==> config.mk <==
export PLATFORM = sky130hd
export DESIGN_NAME = uam_uart
export DESIGN_NICKNAME = d
export VERILOG_FILES = /design/src/uam_pkg.sv /design/src/uam_uart.sv /design/src/uam_prescaler.sv
export SDC_FILE = /design/constraint.sdc
export NUM_CORES = 1
export LEC_CHECK = 0
export BUFFER_PORTS_ARGS = -buffer_cell sky130_fd_sc_hd__buf_4
export CAP_MARGIN = 15
export CORE_MARGIN = 3
export CORE_UTILIZATION = 60
export DETAILED_ROUTE_END_ITERATION = 10
export GPL_TIMING_DRIVEN = 0
export HOLD_SLACK_MARGIN = 0.02
export PLACE_DENSITY = 0.77
export SYNTH_ARGS = -nofsm -noshare
export SYNTH_HDL_FRONTEND = slang
export SYNTH_HIERARCHICAL = 1
export SYNTH_SLANG_ARGS = --single-unit
export TNS_END_PERCENT = 20
==> constraint.sdc <==
create_clock -name clk_in -period 4.83 [get_ports clk_in]
set_clock_uncertainty 0.15 [all_clocks]
set_input_delay 0.483 -clock clk_in [delete_from_list [all_inputs] [get_ports clk_in]]
set_output_delay 0.483 -clock clk_in [all_outputs]
set_load 0.05 [all_outputs]
==> src/uam_pkg.sv <==
// Package: register map, field positions, reset values and state types of the serial unit
package uam_pkg;

  // Register byte addresses on the Avalon-MM slave
  localparam logic [5:0] ADDR_MODE    = 6'h00; // operation_mode_reg
  localparam logic [5:0] ADDR_ERRST   = 6'h04; // rx_error_status_reg
  localparam logic [5:0] ADDR_TXST    = 6'h08; // tx_status_reg
  localparam logic [5:0] ADDR_CKSEL   = 6'h0C; // clock_select_reg
  localparam logic [5:0] ADDR_BAUD    = 6'h10; // baud_divisor_reg
  localparam logic [5:0] ADDR_SCTL    = 6'h14; // serial_control_reg
  localparam logic [5:0] ADDR_TXBUF   = 6'h18; // tx_buffer, write only
  localparam logic [5:0] ADDR_RXBUF   = 6'h1C; // receive buffer, read only
  localparam logic [5:0] ADDR_IRQST   = 6'h20; // interrupt status, write one to clear
  localparam logic [5:0] ADDR_IRQMASK = 6'h24; // interrupt mask, 1 = enabled

  // operation_mode_reg fields
  localparam int MODE_POWER    = 7; // unit_power_bit
  localparam int MODE_TXEN     = 6; // tx_enable_bit
  localparam int MODE_RXEN     = 5; // rx_enable_bit
  localparam int MODE_PAR_HIGH = 4; // parity_sel_high
  localparam int MODE_PAR_LOW  = 3; // parity_sel_low
  localparam int MODE_CHAR     = 2; // char_length_sel: 1 = 8 bits, 0 = 7 bits
  localparam int MODE_STOP     = 1; // stop_length_sel: 1 = 2 stop bits
  localparam int MODE_ERRIRQ   = 0; // rx_error_irq_mode
  localparam logic [7:0] MODE_RESET = 8'h01;

  // Parity selection {parity_sel_high, parity_sel_low}
  localparam logic [1:0] PAR_NONE = 2'h0;
  localparam logic [1:0] PAR_ZERO = 2'h1;
  localparam logic [1:0] PAR_ODD  = 2'h2;
  localparam logic [1:0] PAR_EVEN = 2'h3;

  // serial_control_reg fields
  localparam int SCTL_POL = 0; // tx_polarity_sel: 1 = inverted line
  localparam int SCTL_DIR = 1; // bit_order_sel: 1 = MSB first

  // rx_error_status_reg fields
  localparam int ERR_OVERRUN = 0;
  localparam int ERR_FRAME   = 1;
  localparam int ERR_PARITY  = 2;

  // tx_status_reg fields
  localparam int TXST_SHIFT = 0; // shift register busy
  localparam int TXST_BUF   = 1; // tx_buffer holds an unsent byte

  // Interrupt status and mask fields
  localparam int IRQ_TXDONE = 0; // tx_done_irq
  localparam int IRQ_RXDONE = 1;
  localparam int IRQ_RXERR  = 2;

  // Reset values and limits of the setup registers
  localparam logic [3:0] CKSEL_RESET = 4'h0;
  localparam logic [7:0] BAUD_RESET  = 8'hFF;
  localparam logic [7:0] BAUD_MIN    = 8'h02; // Mid-bit sampling needs two ticks per bit
  localparam logic [3:0] CKSEL_MAX   = 4'hA;  // Prescaler divides by at most 2**10

  typedef enum logic [2:0] {
    UAM_IDLE,
    UAM_START,
    UAM_DATA,
    UAM_PARITY,
    UAM_STOP
  } uam_phase_t;

endpackage : uam_pkg

==> src/uam_uart.sv <==
// Serial unit in asynchronous mode: Avalon-MM registers, transmitter, receiver, interrupt
`timescale 1ns/1ps
module uam_uart #(
  parameter int PRE_W = 10
) (
  input  wire logic        clk_in,
  input  wire logic        resetn_in,
  input  wire logic [5:0]  avs_address_in,
  input  wire logic        avs_read_in,
  input  wire logic        avs_write_in,
  input  wire logic [31:0] avs_writedata_in,
  input  wire logic [3:0]  avs_byteenable_in,
  output logic [31:0]      avs_readdata_out,
  output logic             avs_waitrequest_out,
  input  wire logic        serial_in_line_in,
  output logic             serial_out_line_out,
  output logic             tx_pin_serial_out,
  output logic             rx_pin_serial_out,
  output logic             irq_out
);

  typedef struct packed {
    logic [7:0]         mode;
    logic [2:0]         err;
    logic [3:0]         cksel;
    logic [7:0]         baud;
    logic [1:0]         sctl;
    logic [7:0]         txbuf;
    logic               txbuf_full;
    uam_pkg::uam_phase_t tx_ph;
    logic [7:0]         tx_data;
    logic [2:0]         tx_idx;
    logic               tx_stop2;
    logic [7:0]         tx_tmr;
    logic               tx_bit;
    logic               rx_sync1;
    logic               rx_sync2;
    uam_pkg::uam_phase_t rx_ph;
    logic [7:0]         rx_data;
    logic [2:0]         rx_idx;
    logic [7:0]         rx_tmr;
    logic               rx_perr;
    logic [7:0]         rxbuf;
    logic               rxbuf_full;
    logic [2:0]         irq_st;
    logic [2:0]         irq_mask;
    logic               ack;
    logic [31:0]        rdata;
    logic               line;
  } uam_state_t;

  uam_state_t st;
  uam_state_t next_st;

  logic       tick;
  logic       power;
  logic       tx_on;
  logic       rx_on;
  logic       char8;
  logic [1:0] par_sel;
  logic [2:0] last_idx;
  logic [7:0] baud_eff;
  logic       tx_bit_end;
  logic       rx_bit_end;
  logic       rx_half;
  logic       rx_in;
  logic       wr_go;
  logic       rd_go;
  logic [2:0] ev;
  logic [2:0] err_set;
  logic [7:0] wbyte;
  logic       wlane;

  ////////////////////////////////////////////////////////////////////////////
  // Helpers

  // Reverse the character within its length, shared by both directions
  function automatic logic [7:0] uam_reorder(input logic [7:0] d, input logic len8);
    logic [7:0] r;
    r = '0;
    for (int i = 0; i < 8; i++) begin
      r[i] = d[7-i];
    end
    return len8 ? r : {1'b0, r[7:1]};
  endfunction : uam_reorder

  // Parity bit to send, or expected parity, over the used character bits
  function automatic logic uam_parity(input logic [7:0] d, input logic len8,
                                      input logic [1:0] sel);
    logic ones;
    ones = ^(len8 ? d : {1'b0, d[6:0]});
    unique case (sel)
      uam_pkg::PAR_EVEN: return ones;
      uam_pkg::PAR_ODD:  return ~ones;
      default:           return 1'b0;
    endcase
  endfunction : uam_parity

  ////////////////////////////////////////////////////////////////////////////
  // Prescaler instance

  uam_prescaler #(
    .CNT_W (PRE_W)
  ) u_pre (
    .clk_in    (clk_in),
    .resetn_in (resetn_in),
    .run_in    (power),
    .sel_in    (st.cksel),
    .tick_out  (tick)
  );

  ////////////////////////////////////////////////////////////////////////////
  // Decoded configuration

  always_comb begin
    power    = st.mode[uam_pkg::MODE_POWER];
    tx_on    = power && st.mode[uam_pkg::MODE_TXEN];
    rx_on    = power && st.mode[uam_pkg::MODE_RXEN];
    char8    = st.mode[uam_pkg::MODE_CHAR];
    par_sel  = {st.mode[uam_pkg::MODE_PAR_HIGH], st.mode[uam_pkg::MODE_PAR_LOW]};
    last_idx = char8 ? 3'h7 : 3'h6;
    // Divisor below two would leave no half-bit point to sample at
    baud_eff = (st.baud < uam_pkg::BAUD_MIN) ? uam_pkg::BAUD_MIN : st.baud;
    tx_bit_end = tick && (st.tx_tmr == baud_eff - 8'h01);
    rx_bit_end = tick && (st.rx_tmr == baud_eff - 8'h01);
    rx_half    = tick && (st.rx_tmr == (baud_eff >> 1) - 8'h01);
    // Input reads high while the unit is off
    rx_in      = power ? st.rx_sync2 : 1'b1;
    wr_go      = avs_write_in && st.ack;
    rd_go      = avs_read_in && st.ack;
    wlane      = avs_byteenable_in[0];
    wbyte      = avs_writedata_in[7:0];
  end

  ////////////////////////////////////////////////////////////////////////////
  // Pins and bus handshake

  // One wait cycle per access: the second edge completes it
  assign avs_waitrequest_out = (avs_read_in || avs_write_in) && !st.ack;
  assign avs_readdata_out    = st.rdata;
  assign serial_out_line_out = st.line;
  assign tx_pin_serial_out   = tx_on;
  assign rx_pin_serial_out   = rx_on;
  assign irq_out             = |(st.irq_st & st.irq_mask);

  ////////////////////////////////////////////////////////////////////////////
  // Next-state logic

  always_comb begin
    next_st = st;
    ev      = '0;
    err_set = '0;

    // Bus: ack rises for exactly one cycle after a request is seen
    next_st.ack = (avs_read_in || avs_write_in) && !st.ack;
    if (avs_read_in && !st.ack) begin
      next_st.rdata = '0;
      unique case (avs_address_in)
        uam_pkg::ADDR_MODE:    next_st.rdata[7:0] = st.mode;
        uam_pkg::ADDR_ERRST:   next_st.rdata[2:0] = st.err;
        uam_pkg::ADDR_TXST:    next_st.rdata[1:0] = {st.txbuf_full,
                                                     st.tx_ph != uam_pkg::UAM_IDLE};
        uam_pkg::ADDR_CKSEL:   next_st.rdata[3:0] = st.cksel;
        uam_pkg::ADDR_BAUD:    next_st.rdata[7:0] = st.baud;
        uam_pkg::ADDR_SCTL:    next_st.rdata[1:0] = st.sctl;
        uam_pkg::ADDR_RXBUF:   next_st.rdata[7:0] = st.rxbuf;
        uam_pkg::ADDR_IRQST:   next_st.rdata[2:0] = st.irq_st;
        uam_pkg::ADDR_IRQMASK: next_st.rdata[2:0] = st.irq_mask;
        default:               next_st.rdata      = '0;
      endcase
    end

    // Register writes; only byte lane 0 carries data
    if (wr_go && wlane) begin
      unique case (avs_address_in)
        uam_pkg::ADDR_MODE:    next_st.mode     = wbyte;
        uam_pkg::ADDR_CKSEL:   next_st.cksel    = wbyte[3:0];
        uam_pkg::ADDR_BAUD:    next_st.baud     = wbyte;
        uam_pkg::ADDR_SCTL:    next_st.sctl     = wbyte[1:0];
        uam_pkg::ADDR_IRQMASK: next_st.irq_mask = wbyte[2:0];
        uam_pkg::ADDR_TXBUF: begin
          // Ignored unless powered and transmit-enabled
          if (tx_on) begin
            next_st.txbuf      = wbyte;
            next_st.txbuf_full = 1'b1;
          end
        end
        default: ;
      endcase
    end
    // Reading the receive buffer consumes it; reading the error register does too, except when powered with receive disabled
    if (rd_go && avs_address_in == uam_pkg::ADDR_ERRST) begin
      next_st.err = '0;
    end
    if (rd_go && avs_address_in == uam_pkg::ADDR_RXBUF) begin
      next_st.rxbuf_full = 1'b0;
    end

    // Receive input synchroniser
    next_st.rx_sync1 = serial_in_line_in;
    next_st.rx_sync2 = st.rx_sync1;

    // Transmitter
    next_st.tx_tmr = tx_bit_end ? 8'h00 : (tick ? st.tx_tmr + 8'h01 : st.tx_tmr);
    unique case (st.tx_ph)
      uam_pkg::UAM_IDLE: begin
        next_st.tx_bit = 1'b1;
        next_st.tx_tmr = 8'h00;
        if (st.txbuf_full) begin
          next_st.txbuf_full = 1'b0;
          next_st.tx_data = st.sctl[uam_pkg::SCTL_DIR] ?
                            uam_reorder(st.txbuf, char8) : st.txbuf;
          next_st.tx_idx  = 3'h0;
          next_st.tx_bit  = 1'b0;
          next_st.tx_ph   = uam_pkg::UAM_START;
        end
      end
      uam_pkg::UAM_START: begin
        if (tx_bit_end) begin
          next_st.tx_bit = st.tx_data[0];
          next_st.tx_ph  = uam_pkg::UAM_DATA;
        end
      end
      uam_pkg::UAM_DATA: begin
        if (tx_bit_end) begin
          if (st.tx_idx == last_idx) begin
            if (par_sel == uam_pkg::PAR_NONE) begin
              next_st.tx_bit   = 1'b1;
              next_st.tx_stop2 = st.mode[uam_pkg::MODE_STOP];
              next_st.tx_ph    = uam_pkg::UAM_STOP;
            end else begin
              // Parity over the character as sent, order does not matter
              next_st.tx_bit = uam_parity(st.tx_data, char8, par_sel);
              next_st.tx_ph  = uam_pkg::UAM_PARITY;
            end
          end else begin
            next_st.tx_idx = st.tx_idx + 3'h1;
            next_st.tx_bit = st.tx_data[st.tx_idx + 3'h1];
          end
        end
      end
      uam_pkg::UAM_PARITY: begin
        if (tx_bit_end) begin
          next_st.tx_bit   = 1'b1;
          next_st.tx_stop2 = st.mode[uam_pkg::MODE_STOP];
          next_st.tx_ph    = uam_pkg::UAM_STOP;
        end
      end
      uam_pkg::UAM_STOP: begin
        if (tx_bit_end) begin
          if (st.tx_stop2) begin
            next_st.tx_stop2 = 1'b0;
          end else begin
            ev[uam_pkg::IRQ_TXDONE] = 1'b1;
            next_st.tx_ph = uam_pkg::UAM_IDLE;
          end
        end
      end
      default: next_st.tx_ph = uam_pkg::UAM_IDLE;
    endcase

    // A write landing as the idle transmitter takes the old byte must refill the buffer
    if (wr_go && wlane && tx_on && avs_address_in == uam_pkg::ADDR_TXBUF) begin
      next_st.txbuf_full = 1'b1;
    end

    // Receiver, running alongside the transmitter
    next_st.rx_tmr = rx_bit_end ? 8'h00 : (tick ? st.rx_tmr + 8'h01 : st.rx_tmr);
    unique case (st.rx_ph)
      uam_pkg::UAM_IDLE: begin
        next_st.rx_tmr = 8'h00;
        if (!rx_in) begin
          next_st.rx_ph   = uam_pkg::UAM_START;
          next_st.rx_perr = 1'b0;
          next_st.rx_idx  = 3'h0;
          next_st.rx_data = 8'h00;
        end
      end
      uam_pkg::UAM_START: begin
        // Timer restarts at mid-start so later samples land mid-bit
        if (rx_half) begin
          next_st.rx_tmr = 8'h00;
          next_st.rx_ph  = rx_in ? uam_pkg::UAM_IDLE : uam_pkg::UAM_DATA;
        end
      end
      uam_pkg::UAM_DATA: begin
        if (rx_bit_end) begin
          next_st.rx_data[st.rx_idx] = rx_in;
          if (st.rx_idx == last_idx) begin
            next_st.rx_ph = (par_sel == uam_pkg::PAR_NONE) ?
                            uam_pkg::UAM_STOP : uam_pkg::UAM_PARITY;
          end else begin
            next_st.rx_idx = st.rx_idx + 3'h1;
          end
        end
      end
      uam_pkg::UAM_PARITY: begin
        if (rx_bit_end) begin
          // Zero parity is never checked
          next_st.rx_perr = (par_sel != uam_pkg::PAR_ZERO) &&
                            (rx_in != uam_parity(st.rx_data, char8, par_sel));
          next_st.rx_ph   = uam_pkg::UAM_STOP;
        end
      end
      uam_pkg::UAM_STOP: begin
        // Only the first stop bit is checked, so a second one is never waited for
        if (rx_bit_end) begin
          next_st.rx_ph   = uam_pkg::UAM_IDLE;
          next_st.rxbuf   = st.sctl[uam_pkg::SCTL_DIR] ?
                            uam_reorder(st.rx_data, char8) : st.rx_data;
          next_st.rxbuf_full = 1'b1;
          err_set[uam_pkg::ERR_PARITY]  = st.rx_perr;
          err_set[uam_pkg::ERR_FRAME]   = !rx_in;
          err_set[uam_pkg::ERR_OVERRUN] = st.rxbuf_full;
          if (|err_set && !st.mode[uam_pkg::MODE_ERRIRQ]) begin
            ev[uam_pkg::IRQ_RXERR] = 1'b1;
          end else begin
            ev[uam_pkg::IRQ_RXDONE] = 1'b1;
          end
        end
      end
      default: next_st.rx_ph = uam_pkg::UAM_IDLE;
    endcase
    next_st.err = next_st.err | err_set;                              // Set wins over read clear

    // Transmit-enable low resets the transmitter synchronously
    if (!tx_on) begin
      next_st.tx_ph      = uam_pkg::UAM_IDLE;
      next_st.tx_bit     = 1'b1;
      next_st.tx_tmr     = 8'h00;
      next_st.txbuf_full = 1'b0;
      ev[uam_pkg::IRQ_TXDONE] = 1'b0;
    end
    if (!rx_on) begin
      next_st.rx_ph  = uam_pkg::UAM_IDLE;
      next_st.rx_tmr = 8'h00;
      ev[uam_pkg::IRQ_RXDONE] = 1'b0;
      ev[uam_pkg::IRQ_RXERR]  = 1'b0;
      next_st.err = st.err;
      if (!power) begin
        // Power off clears the error status and the receive buffer with its full flag
        next_st.err        = '0;
        next_st.rxbuf      = 8'h00;
        next_st.rxbuf_full = 1'b0;
      end
    end

    // Line: idle high, inverted on request, forced high while off
    next_st.line = power ? (next_st.tx_bit ^ st.sctl[uam_pkg::SCTL_POL]) : 1'b1;

    // Sticky interrupt status, write one to clear, new event wins
    if (wr_go && wlane && avs_address_in == uam_pkg::ADDR_IRQST) begin
      next_st.irq_st = st.irq_st & ~wbyte[2:0];
    end
    next_st.irq_st = next_st.irq_st | ev;
  end

  ////////////////////////////////////////////////////////////////////////////
  // State register

  // All three enables low leaves everything idle: the stop mode
  always_ff @(posedge clk_in or negedge resetn_in) begin
    if (!resetn_in) begin
      st          <= '0;
      st.mode     <= uam_pkg::MODE_RESET;
      st.cksel    <= uam_pkg::CKSEL_RESET;
      st.baud     <= uam_pkg::BAUD_RESET;
      st.tx_ph    <= uam_pkg::UAM_IDLE;
      st.rx_ph    <= uam_pkg::UAM_IDLE;
      st.tx_bit   <= 1'b1;
      st.rx_sync1 <= 1'b1;
      st.rx_sync2 <= 1'b1;
      st.line     <= 1'b1;
    end else begin
      st <= next_st;
    end
  end

endmodule : uam_uart

==> src/uam_prescaler.sv <==
// Prescaler: one-cycle tick every 2**sel clocks, sel capped at 10, while the unit is powered
`timescale 1ns/1ps
module uam_prescaler #(
  parameter int CNT_W = 10
) (
  input  wire logic       clk_in,
  input  wire logic       resetn_in,
  input  wire logic       run_in,
  input  wire logic [3:0] sel_in,
  output logic            tick_out
);

  typedef struct packed {
    logic [CNT_W-1:0] cnt;
  } uam_pre_state_t;

  uam_pre_state_t st;
  uam_pre_state_t next_st;
  logic [CNT_W-1:0] mask;
  logic [3:0]       sel_eff;

  // Clamp the selection so the mask never exceeds the counter width
  always_comb begin
    sel_eff  = (sel_in > uam_pkg::CKSEL_MAX) ? uam_pkg::CKSEL_MAX : sel_in;
    mask     = CNT_W'((32'h1 << sel_eff) - 32'h1);
    tick_out = run_in && ((st.cnt & mask) == mask);
    next_st  = st;
    // Counter frozen at zero while power is off, acting as the clock stop
    if (!run_in) begin
      next_st.cnt = '0;
    end else begin
      next_st.cnt = st.cnt + CNT_W'(1);
    end
  end

  // State register
  always_ff @(posedge clk_in or negedge resetn_in) begin
    if (!resetn_in) begin
      st <= '0;
    end else begin
      st <= next_st;
    end
  end

endmodule : uam_prescaler

Word level (Yosys, flattened, before mapping)
Cells that the tools add are included.
Storage, ports and cells
  bits in latches: 0
  register bits: 118
  output and inout bits: 37
  word-level logic and storage cells: 252
  memories kept: 0
  memory bits (read-only): 0
  RAM bits: 0
  input bits: 47
Cells by class
  multipliers: 0
  mux-type cells: 98
  $lt $le $gt $ge: 5
  add/subtract/negate cells: 8
  reduce and logical (&&, ||, !) cells: 50
  eq/ne operators: 53
  div/mod/pow operators: 0
  shift-type cells: 1
  bitwise gates (word level): 9
Operators with widths (number)
  $mux W8: 14
  $mux W3: 20
  $mux W9: 5
  $ne A3 B3 Y1 const B: 13
  $mux W1: 31
  $pmux W3 S5: 2
  $mux W14: 2
  $eq A6 B5 Y1 const B: 4
  $eq A8 B8 Y1: 3
  $ne A2 B2 Y1 const B: 12
  $pmux W11 S2: 1
  $logic_and A1 B1 Y1: 19
  $pmux W2 S9: 1
  $add A8 B1 Y8 const B: 2
  $pmux W8 S2: 1
  $reduce_xor A8 Y1: 2
  $mux W15: 1
  $eq A3 B2 Y1 const B: 4
  $eq A6 B4 Y1 const B: 2
  $eq A6 B6 Y1 const B: 2
  $mux W4: 3
  $pmux W4 S3: 1
  $reduce_and A2 Y1: 6
  $reduce_and A6 Y1: 2
  46 further kinds: 71

Depth between registers and ports, before layout
Gate-level depths: netlist of the first run.
  word-level depth: 14
  depth in mapped cells: 17
  depth with buffers taken out: 13

By module
The synthesis of the first run kept the hierarchy.
By module, submodules not included
  uam_uart: cells each 733, area an instance 6909.1 um^2, instances 1, sequential area each 2718.9 um^2
  uam_prescaler: cells each 76, area an instance 703.2 um^2, instances 1, sequential area each 250.2 um^2

Least setup slack after synthesis of the first run
Ideal clock, no wire load.
  kind: register -> register
  start: register st[120] in the netlist's numbering
  end: register st[68] in the netlist's numbering
  required time: 4.545 ns
  cell stages (with the launch flop): 17
  setup time: 0.135 ns
  clock period less this slack: 4.411 ns
  path buffers: 4
  data arrival time: 4.126 ns
  setup slack: 0.419 ns
  cells stage by stage: dfrtp_1 > buf_6 > or4b_2 > ha_1 > clkbuf_2 > nor3b_1 > a2111oi_0 > a211oi_1 > nor4_1 > clkbuf_1 > o311ai_0 > a2111oi_0 > nand4_1 > nor3_1 > buf_2 > nand4_1 > nor3b_1
Between the ends
  cells in the longest elaborated chain, start to end: 10
Ends and longest elaborated chain
  start: declaration: RTL line uam_uart.sv:52  | uam_state_t st;
  start signal: assignment: RTL line uam_uart.sv:375  | st <= next_st;
  $gt A4 B4 Y1: RTL line uam_prescaler.sv:24  | sel_eff = (sel_in > uam_pkg::CKSEL_MAX) ? uam_pkg::CKSEL_MAX : sel_in;
  $mux W4 *: RTL line uam_prescaler.sv:24
  $shl A1 B4 Y10 *: RTL line uam_prescaler.sv:25  | mask = CNT_W'((32'h1 << sel_eff) - 32'h1);
  $sub A10 B1 Y10 *: RTL line uam_prescaler.sv:25
  $and A10 B10 Y10: RTL line uam_prescaler.sv:26  | tick_out = run_in && ((st.cnt & mask) == mask);
  $eq A10 B10 Y1 *: RTL line uam_prescaler.sv:26
  $logic_and A1 B1 Y1 *: RTL line uam_prescaler.sv:26
  via tick: RTL line uam_uart.sv:55  | logic tick;
  $logic_and A1 B1 Y1 *: RTL line uam_uart.sv:125  | rx_bit_end = tick && (st.rx_tmr == baud_eff - 8'h01);
  $ne A2 B2 Y1 (no source line) *
  $reduce_and A3 Y1 (no source line) *
Mark *: on every way through the listed nets, which the timed path passes. The rest lies on a longest branch.
A chain may end at the register's enable or synchronous reset.

Worst setup path in the final report of the first run
  start: register st[120] in the netlist's numbering
  end: register st[69] in the netlist's numbering
Between the ends
  cells in the longest elaborated chain, start to end: 10
  elaborated cells between the ends (all ways): 14
  classes of those cells: add/sub (1); order compare (1); eq/ne (5); shift (1); mux (1); bitwise (1); reduce/logical (4)
Ends and longest elaborated chain (RTL line)
  $gt A4 B4 Y1: uam_prescaler.sv:24
  $mux W4 *: uam_prescaler.sv:24
  $shl A1 B4 Y10 *: uam_prescaler.sv:25
  $sub A10 B1 Y10 *: uam_prescaler.sv:25
  $and A10 B10 Y10: uam_prescaler.sv:26
  $eq A10 B10 Y1 *: uam_prescaler.sv:26
  $logic_and A1 B1 Y1 *: uam_prescaler.sv:26
  via tick: uam_uart.sv:55
  $logic_and A1 B1 Y1, on equally long branches: uam_uart.sv:126, uam_uart.sv:125
  $ne A3 B3 Y1 (no source line)
  $reduce_and A6 Y1 (no source line) *
Marks and branches as above.

==> results.txt, run 1 <==
After detailed routing, the total wire length is 19900 microns. The cell count of the worst reg-to-reg path is 15. The remaining antenna violation count is 0. The insertion delay of the later-clocked pin in the worst-skew pair is 0.42 ns. The routed design could run at a clock period as short as 4.71 ns.

The last weighted congestion value of the routability-driven placer is 0.915. Of the synthesized area, sequential elements account for 0.390. The critical path's largest stage delay came out at 0.67 ns. The post-route total power is 2.55 mW. The HPWL after detailed placement is 14300 microns. The net count reported at finish is 950. The maximum net fanout on the critical path came out at 9. The flow ran to the end, and the final reports show no timing, DRC or antenna violations. The CTS tree is done. The worst setup slack for register-to-register paths is 0.12 ns.

Setup violations remaining at the end of the flow were counted as 0. Across the VDD grid, the largest voltage drop is 0.000286 V. The critical path goes through buf_6 -> or4b_2 -> ha_1 -> nor3b_1 -> a2111oi_2 -> a211oi_1 -> nor4_2 -> buf_4 -> o311ai_0 -> a2111oi_0 -> nand4_1 -> buf_6 -> o22a_1 -> or4b_1 -> a21oi_1.

Before antenna repair, the detailed router went through 5 iterations. The vertical extent of the die came out at 119 microns. The total congestion overflow is 0. The clock-pin slew on the worst setup and hold paths is 0.05 ns. The worst setup path is launched from a flip-flop.

The power share of the sequential group came out at 0.402. The internal power consumption came out at 1.89 mW. Summed over all nets, the switching power comes to 0.658 mW.

The number of failing hold endpoints at the final stage came out at 0. The share of total power dissipated in the clock network is 0.473. The count of warnings emitted by yosys came out at 6. The area growth from synthesis to layout is 17.3%. The number of remaining DRC errors is 0. The final core utilization is 0.731. The capturing element type of the critical path is a flip-flop. At the worst endpoint, the required time is 5.02 ns. The type of the most critical hold path is input pin to flip-flop. The leakage power total is 3.91 nW. The most used flip-flop cell after synthesis is sky130_fd_sc_hd__dfrtp_1. The initialized floorplan defines 40 standard-cell rows. The flip-flop and latch count after synthesis came out at 118. The worst hold path terminates at par_sel[1]. The critical path is of the flip-flop to flip-flop type. The largest individual stage delay along the critical path comes from the cell sky130_fd_sc_hd__or4b_2.

The final cell count without fillers is 1075. The share of power burned in combinational logic came out at 0.125. Averaged over all synthesized cells, the footprint is 9.41 sq um. Dividing total power by cell area gives a power density of 286 nW/um^2. The most numerous cell type found on the critical path is sky130_fd_sc_hd__buf_6. The floorplan die width is 119 microns. The number of violations of the max-capacitance limit came out at 0.

The reg-to-reg critical path endpoint is st[69]. Dividing the final minimum period by the clock period gives 0.974. For this block, the initial DRC count from the detailed router was 723. The number of antenna violations at the first check in global routing came to 0. The repair_antennas step left the layout with diodes totalling 0. The number of enable-type register cells in the synthesized netlist is 0. Summing over every cut layer, the via total after detailed routing is 6528. Including well taps, the total number of placed cells is 1032. The slew at the pin with the worst max-slew slack came out at 1.01 ns. The port buffer count came out at 31.

The global-route wire length before repair came out at 32600 microns. Synthesis handed over a netlist of 809 instances. The number of clock buffers inserted by TritonCTS is 17.

The routed length per instance came out at 18.5 microns. Counting instances, the worst hold path has a depth of 3. In this run the most critical hold path is launched from avs_writedata_in[4]. In this run the standard cell core region covers 12200 sq um. In this run, distinct cell masters in the synthesized netlist total 84. The deepest clock path buffer count is 2.

The floorplan step defined a die boundary enclosing 14100 sq um. The clock net in this run drives a total of 118 sinks. The total standard cell area after synthesis came out at 7610 sq um. The mean number of vias per cell came out at 6.07. The reg-to-reg critical path startpoint is st[120]. Leaving out fill and tap cells, the most frequent cell in the layout is sky130_fd_sc_hd__dfrtp_1.

The library cells used most frequently in the layout, excluding fill and tap cells, are sky130_fd_sc_hd__dfrtp_1 (105), sky130_fd_sc_hd__buf_4 (77), sky130_fd_sc_hd__nand2_1 (69). In the global route stage, overall resource usage came out at 0.288. The cell sitting at the root of the clock tree is a sky130_fd_sc_hd__clkbuf_16. The number of global-route vias before repair is 6400. The largest net degree at the start of global routing is 73. The starting density of the core is 0.623. The share of post-route cells with drive strength above 1 is 0.211. The proportion of synthesized flip-flops having asynchronous set or reset came out at 1.00. The switching power share of the total came out at 0.258.

The worst slew margin relative to its limit came out at 0.319. The data arrival at the endpoint of the critical path came out at 4.89 ns. The peak clock frequency supported by timing came out at 212 MHz. The number of max-slew violations in the final report is 0.

The number of H-tree levels is 4. The number of top-level pins came out at 84.
[power by group through the flow]
| stage | clock [mW] | sequential, mW | combinational [mW] |
|---|---|---|---|
| after floorplan | 0 | 1.03 | 0.219 |
| after global placement | 0 | 1.04 | 0.294 |
| after detailed placement | 0 | 1.04 | 0.305 |
| after CTS | 1.21 | 1.02 | 0.309 |
| after global routing | 1.27 | 1.03 | 0.345 |
| final | 1.20 | 1.02 | 0.319 |
[synth_stat cells (all sizes together), types with 4 or more instances]
master     n  area [sq um]
dfrtp    105          2630
nand2     69           259
nor2      57           214
o21ai     54           270
buf       47           330
xnor2     38           333
mux2i     35           350
a21oi     34           174
clkbuf    31           119
mux2      31           349
nand3     24           120
nor2b     21           131
inv       18          67.6
and2      17           106
xor2      17           149
nor3      16          90.1
a31oi     14          87.6
and3      13          86.3
dfstp     13           342
nand2b    11          68.8
nand4     10          62.6
nor3b      9          67.6
ha         8           100
nor4       7          58.8
a2111oi    6          71.3
a211oi     6          50.1
o31ai      6          45.0
or3        6          37.5
a41o       5          50.1
nor4b      5          43.8
a21boi     4          30.0
a22o       4          35.0
a31o       4          35.0
nand3b     4          30.0
o32a       4          40.0
[worst max path at each step]
stage,from,to,cells after the start
2_1_floorplan,st[120],st[68],16
3_3_place_gp,st[120],st[68],16
3_5_place_dp,st[119],st[58],15
4_1_cts,st[119],st[44],18
5_1_grt,st[120],st[69],15
6_report,st[120],st[69],15
[cells by family after synthesis]
| family | count (synthesis) | synth area share |
|---|---|---|
| xor gates and xnor gates | 59 | 0.0753 |
| AOI/OAI and AO/OA | 174 | 0.154 |
| other | 1 | 0.000493 |
| muxes | 69 | 0.101 |
| DFF | 118 | 0.390 |
| buffers and inverters | 96 | 0.0679 |
| adders and majority gates | 8 | 0.0131 |
| and+or+nand+nor | 284 | 0.199 |
[layout make-up]
type / count / area [sq um]
sequential: 118 / 2970
inverter: 18 / 67.6
clock inverter: 9 / 75.1
fill: 943 / 3280
buffer: 77 / 455
clock buffer: 22 / 494
multi-input combinational: 618 / 4260
tap: 168 / 210
timing repair buffer: 45 / 395
[flip-flops by register name (all words and copies together) (netlist names)]
signal and flops:
avs_readdata_out 8, u_pre/st 10, power 1, next_st 1, char8 1, serial_out_line_out 1, st 94, par_sel 2
[layer usage]
metal  global-route usage  vias up  share of wire
met3               0.0646       35          0.064
met4               0.0818        0          0.016
li1                     -     3034              -
met2                0.495      277           0.50
met1                0.366     3182           0.42
met5                    0        -              0
[critical path: cells and delay by family, from the launching register on]
kind | cells | cell delay (ns)
adders and majority gates | 1 | 0.30
AOI/OAI and AO/OA | 6 | 1.41
DFF | 1 | 0.41
and+or+nand+nor | 5 | 1.83
buffers and inverters | 3 | 0.52
[timing repair]
| item | 4_1_cts | 5_1_grt |
|---|---|---|
| pin swaps | 1 | 6 |
| hold buffers | 2 | 0 |
| gates resized for setup | 6 | 14 |
| setup endpoints to repair | 41 | 54 |
| gates cloned | 0 | 0 |
| setup buffers | 1 | 10 |
| hold endpoints to repair | 45 | 0 |
[stage by stage]
stage	instance area, sq um	setup slack (ns)	setup TNS, ns	hold slack, ns
floorplan	7700	0.419	0	0.0374
global placement	8140	-0.482	-12.25	0.198
detailed placement	8170	-0.630	-17.21	0.209
CTS	8790	0.0158	0	0.166
global route	8930	-0.0167	-0.0167	0.169
finish	8930	0.124	0	0.173
Power figures use the tool's default switching activity.
==> run 2: changes to the inputs <==
--- a/config.mk
+++ b/config.mk
@@ -12,7 +12,7 @@
 export DETAILED_ROUTE_END_ITERATION = 10
 export GPL_TIMING_DRIVEN = 0
 export HOLD_SLACK_MARGIN = 0.02
-export PLACE_DENSITY = 0.77
+export PLACE_DENSITY = 0.88
 export SYNTH_ARGS = -nofsm -noshare
 export SYNTH_HDL_FRONTEND = slang
 export SYNTH_HIERARCHICAL = 1
==> constraint.sdc (replaced) <==
create_clock -name clk_in -period 4.83 [get_ports clk_in]
set_clock_uncertainty 0.15 [all_clocks]
set_input_delay 0.2415 -clock clk_in [delete_from_list [all_inputs] [get_ports clk_in]]
set_output_delay 0.2415 -clock clk_in [all_outputs]
set_load 0.05 [all_outputs]
==> run 2 against run 1 <==
Net effect: global-route usage down 0.25 points; combinational power about the same; design area grew 1.3%; routed wire length grew 0.26%; clock-buffer cell count shrank 2; sequential power about the same; core utilization grew 0.95 points; critical endpoint is now st[42]; register-to-register slack hardly changed.
==> results.txt, run 2 (synthesized netlist as in run 1, its figures left out) <==
The largest net degree at the start of global routing is 66. The core region area came out at 12200 sq um. Summed over all layers, the routed wires come to 20000 microns.

The largest register by flop count is st. The final cell count without fillers came out at 1084. The total of endpoints with negative setup slack in the final report is 0. The worst setup path is of the flip-flop to flip-flop kind. The detailed-router iteration count before antenna repair came out at 7. The worst-case setup slack after placement is -0.705 ns.

The data required time of the worst path came out at 4.98 ns. The launching element type of the critical path is a flip-flop. The routed length per instance came out at 18.4 microns. The vertical extent of the die came out at 119 microns.

The tool flagged a number of max-cap violations equal to 0. The repair_antennas step left the layout with diodes totalling 0. The mean number of vias per cell is 6.15. The initial utilization of the core area, before any placement, comes to 0.623.

The remaining antenna violation count came out at 0. The number of filler instances in the final layout is 820. The share of post-route cells with drive strength above 1 is 0.205. The number of max-slew violations in the final report came out at 0. The aggregate negative setup slack came out at 0 ns. The data arrival at the endpoint of the critical path is 4.85 ns. In this run the clock root is driven by a sky130_fd_sc_hd__clkbuf_16. The total power divided by cell area came out at 293 nW/um^2. The peak clock frequency supported by timing is 213 MHz. Summing all multi-input logic gate instances after layout gives 4260 sq um. The post-route clock period utilization is 0.972. The via total after detailed routing came out at 6669. The HPWL after detailed placement came out at 13400 microns. The post-synthesis to final-layout area growth is 18.8%.

The total congestion overflow came out at 0. The insertion delay of the later-clocked pin in the worst-skew pair is 0.42 ns. For the finished layout, the period the worst path requires is 4.70 ns. VDD sags by at most 0.000249 V. After clock tree synthesis, the clock-pin slew on the worst setup and hold paths is 0.06 ns. In this run, placement finished with an instance count of 1032. In this run the horizontal extent of the chip is 119 microns.

Measured against its own limit, the worst slew margin works out to 0.226. The final hold slack came out at 0.0854 ns. The number of failing hold endpoints at the final stage is 0. The CTS tree is done. After layout, the design draws a total of 2.65 mW. The leakage power total is 3.95 nW. The number of H-tree levels came out at 4. The number of remaining DRC errors is 0.

The floorplan die area came out at 14100 sq um. The deepest clock path buffer count came out at 2. The run finished with clean final reports. The port buffer count came out at 31. The global-route wire length before repair is 32400 microns.

The number of global-route vias before repair came out at 6494. The number of clock buffers inserted by TritonCTS came out at 17. The register with the most flip-flops in the layout has 94 of them. The number of placement rows is 40.

The type of the most critical hold path is input pin to flip-flop. For this run, the total global-route usage over all layers was measured as 0.286. The capturing element type of the critical path is a flip-flop.

For this block, the initial DRC count from the detailed router was 816. The slew at the pin with the worst max-slew slack came out at 1.15 ns. The maximum net fanout on the critical path is 10. The net count reported at finish came out at 958. The library cell used most frequently in the layout, excluding fill and tap cells, is sky130_fd_sc_hd__dfrtp_1. The number of antenna violations at the first check in global routing came out at 0. After layout, the worst setup slack is 0.133 ns. The flip-flop and latch area came out at 2970 sq um. The last weighted congestion value of the routability-driven placer came out at 0.907. In the layout the commonest cells are sky130_fd_sc_hd__dfrtp_1 (105), sky130_fd_sc_hd__buf_4 (73), sky130_fd_sc_hd__nand2_1 (69). The number of sinks driven by the clock tree is 118. For this design the top-level I/O count stands at 84.
run 2: cell types whose count changed in the layout (fill, tap and decap cells not counted), moves of 2 or more:
| cell | change |
|---|---|
| sky130_fd_sc_hd__clkinv_2 | -2 |
| sky130_fd_sc_hd__bufinv_16 | +2 |
| sky130_fd_sc_hd__a2111oi_1 | +2 |
| sky130_fd_sc_hd__dlygate4sd3_1 | +10 |
| sky130_fd_sc_hd__clkinv_4 | +2 |
| sky130_fd_sc_hd__clkbuf_8 | -2 |
| sky130_fd_sc_hd__buf_4 | -4 |
run 2: worst max-delay path, cell delays in order, from the launching register on:
cell	delay, ns
sky130_fd_sc_hd__dfrtp_1	0.41
sky130_fd_sc_hd__buf_4	0.18
sky130_fd_sc_hd__or4b_2	0.65
sky130_fd_sc_hd__ha_1	0.20
sky130_fd_sc_hd__clkbuf_2	0.15
sky130_fd_sc_hd__nor3b_1	0.17
sky130_fd_sc_hd__a2111oi_1	0.43
sky130_fd_sc_hd__a211oi_1	0.12
sky130_fd_sc_hd__nor4_2	0.17
sky130_fd_sc_hd__buf_4	0.18
sky130_fd_sc_hd__clkbuf_8	0.17
sky130_fd_sc_hd__o311ai_1	0.11
sky130_fd_sc_hd__a2111oi_1	0.31
sky130_fd_sc_hd__nand4_1	0.17
sky130_fd_sc_hd__buf_6	0.17
sky130_fd_sc_hd__nor3b_4	0.22
sky130_fd_sc_hd__buf_4	0.20
sky130_fd_sc_hd__buf_4	0.13
sky130_fd_sc_hd__mux2i_1	0.20
sky130_fd_sc_hd__nor2b_1	0.08
run 2: final cells by class:
| type | count | share of cell area |
|---|---|---|
| Buffer | 78 | 0.0520 |
| Inverter | 18 | 0.00747 |
| Timing Repair Buffer | 52 | 0.0509 |
| Multi-Input combinational cell | 618 | 0.471 |
| Sequential cell | 118 | 0.328 |
| Clock inverter | 12 | 0.0167 |
| Clock buffer | 20 | 0.0505 |
| Tap cell | 168 | 0.0232 |
run 2: path summary, 6_finish.rpt:
| path | startpoint | end | slack, ns | depth (start not counted) |
|---|---|---|---|---|
| worst max-delay path | st[119] | st[42] | 0.13 | 19 |
| worst min register to register | next_st[72] | st[72] | 0.21 | 0 |
| max in group asynchronous | resetn_in | serial_out_line_out | 3.60 | 3 |
| worst min-delay path | avs_address_in[1] | avs_readdata_out[1] | 0.09 | 4 |
| min in group asynchronous | resetn_in | st[34] | 0.20 | 2 |
| worst max register to register | st[119] | st[42] | 0.13 | 19 |
run 2: metal layers:
| metal | wire [microns] | vias to the layer above | global-route usage |
|---|---|---|---|
| met2 | 9570 | 348 | 0.458 |
| met5 | 0 | - | 0 |
| met4 | 577 | 0 | 0.126 |
| met1 | 8180 | 3200 | 0.374 |
| li1 | - | 3061 | - |
| met3 | 1650 | 60 | 0.0612 |
run 2: report_power, final:
part | total (mW) | internal [mW] | leakage, nW | switching, mW
Combinational | 0.321 | 0.121 | 2.07 | 0.200
Clock | 1.30 | 0.837 | 0.296 | 0.466
Sequential | 1.03 | 1.01 | 1.58 | 0.0173
run 2: stage by stage:
stage / cell area (sq um) / utilization
6_report: 9040 / 0.741
5_1_grt: 9040 / 0.741
4_1_cts: 8970 / 0.734
3_5_place_dp: 8170 / 0.669
3_3_place_gp: 8140 / 0.667
2_1_floorplan: 7700 / -
run 2: timing repair:
action | in CTS | in global routing
endpoints found under the hold margin | 90 | 0
pin swaps | 4 | 6
hold buffers | 12 | 0
buffers inserted | 3 | 5
endpoints found under the setup margin | 55 | 54
resized for setup | 12 | 7
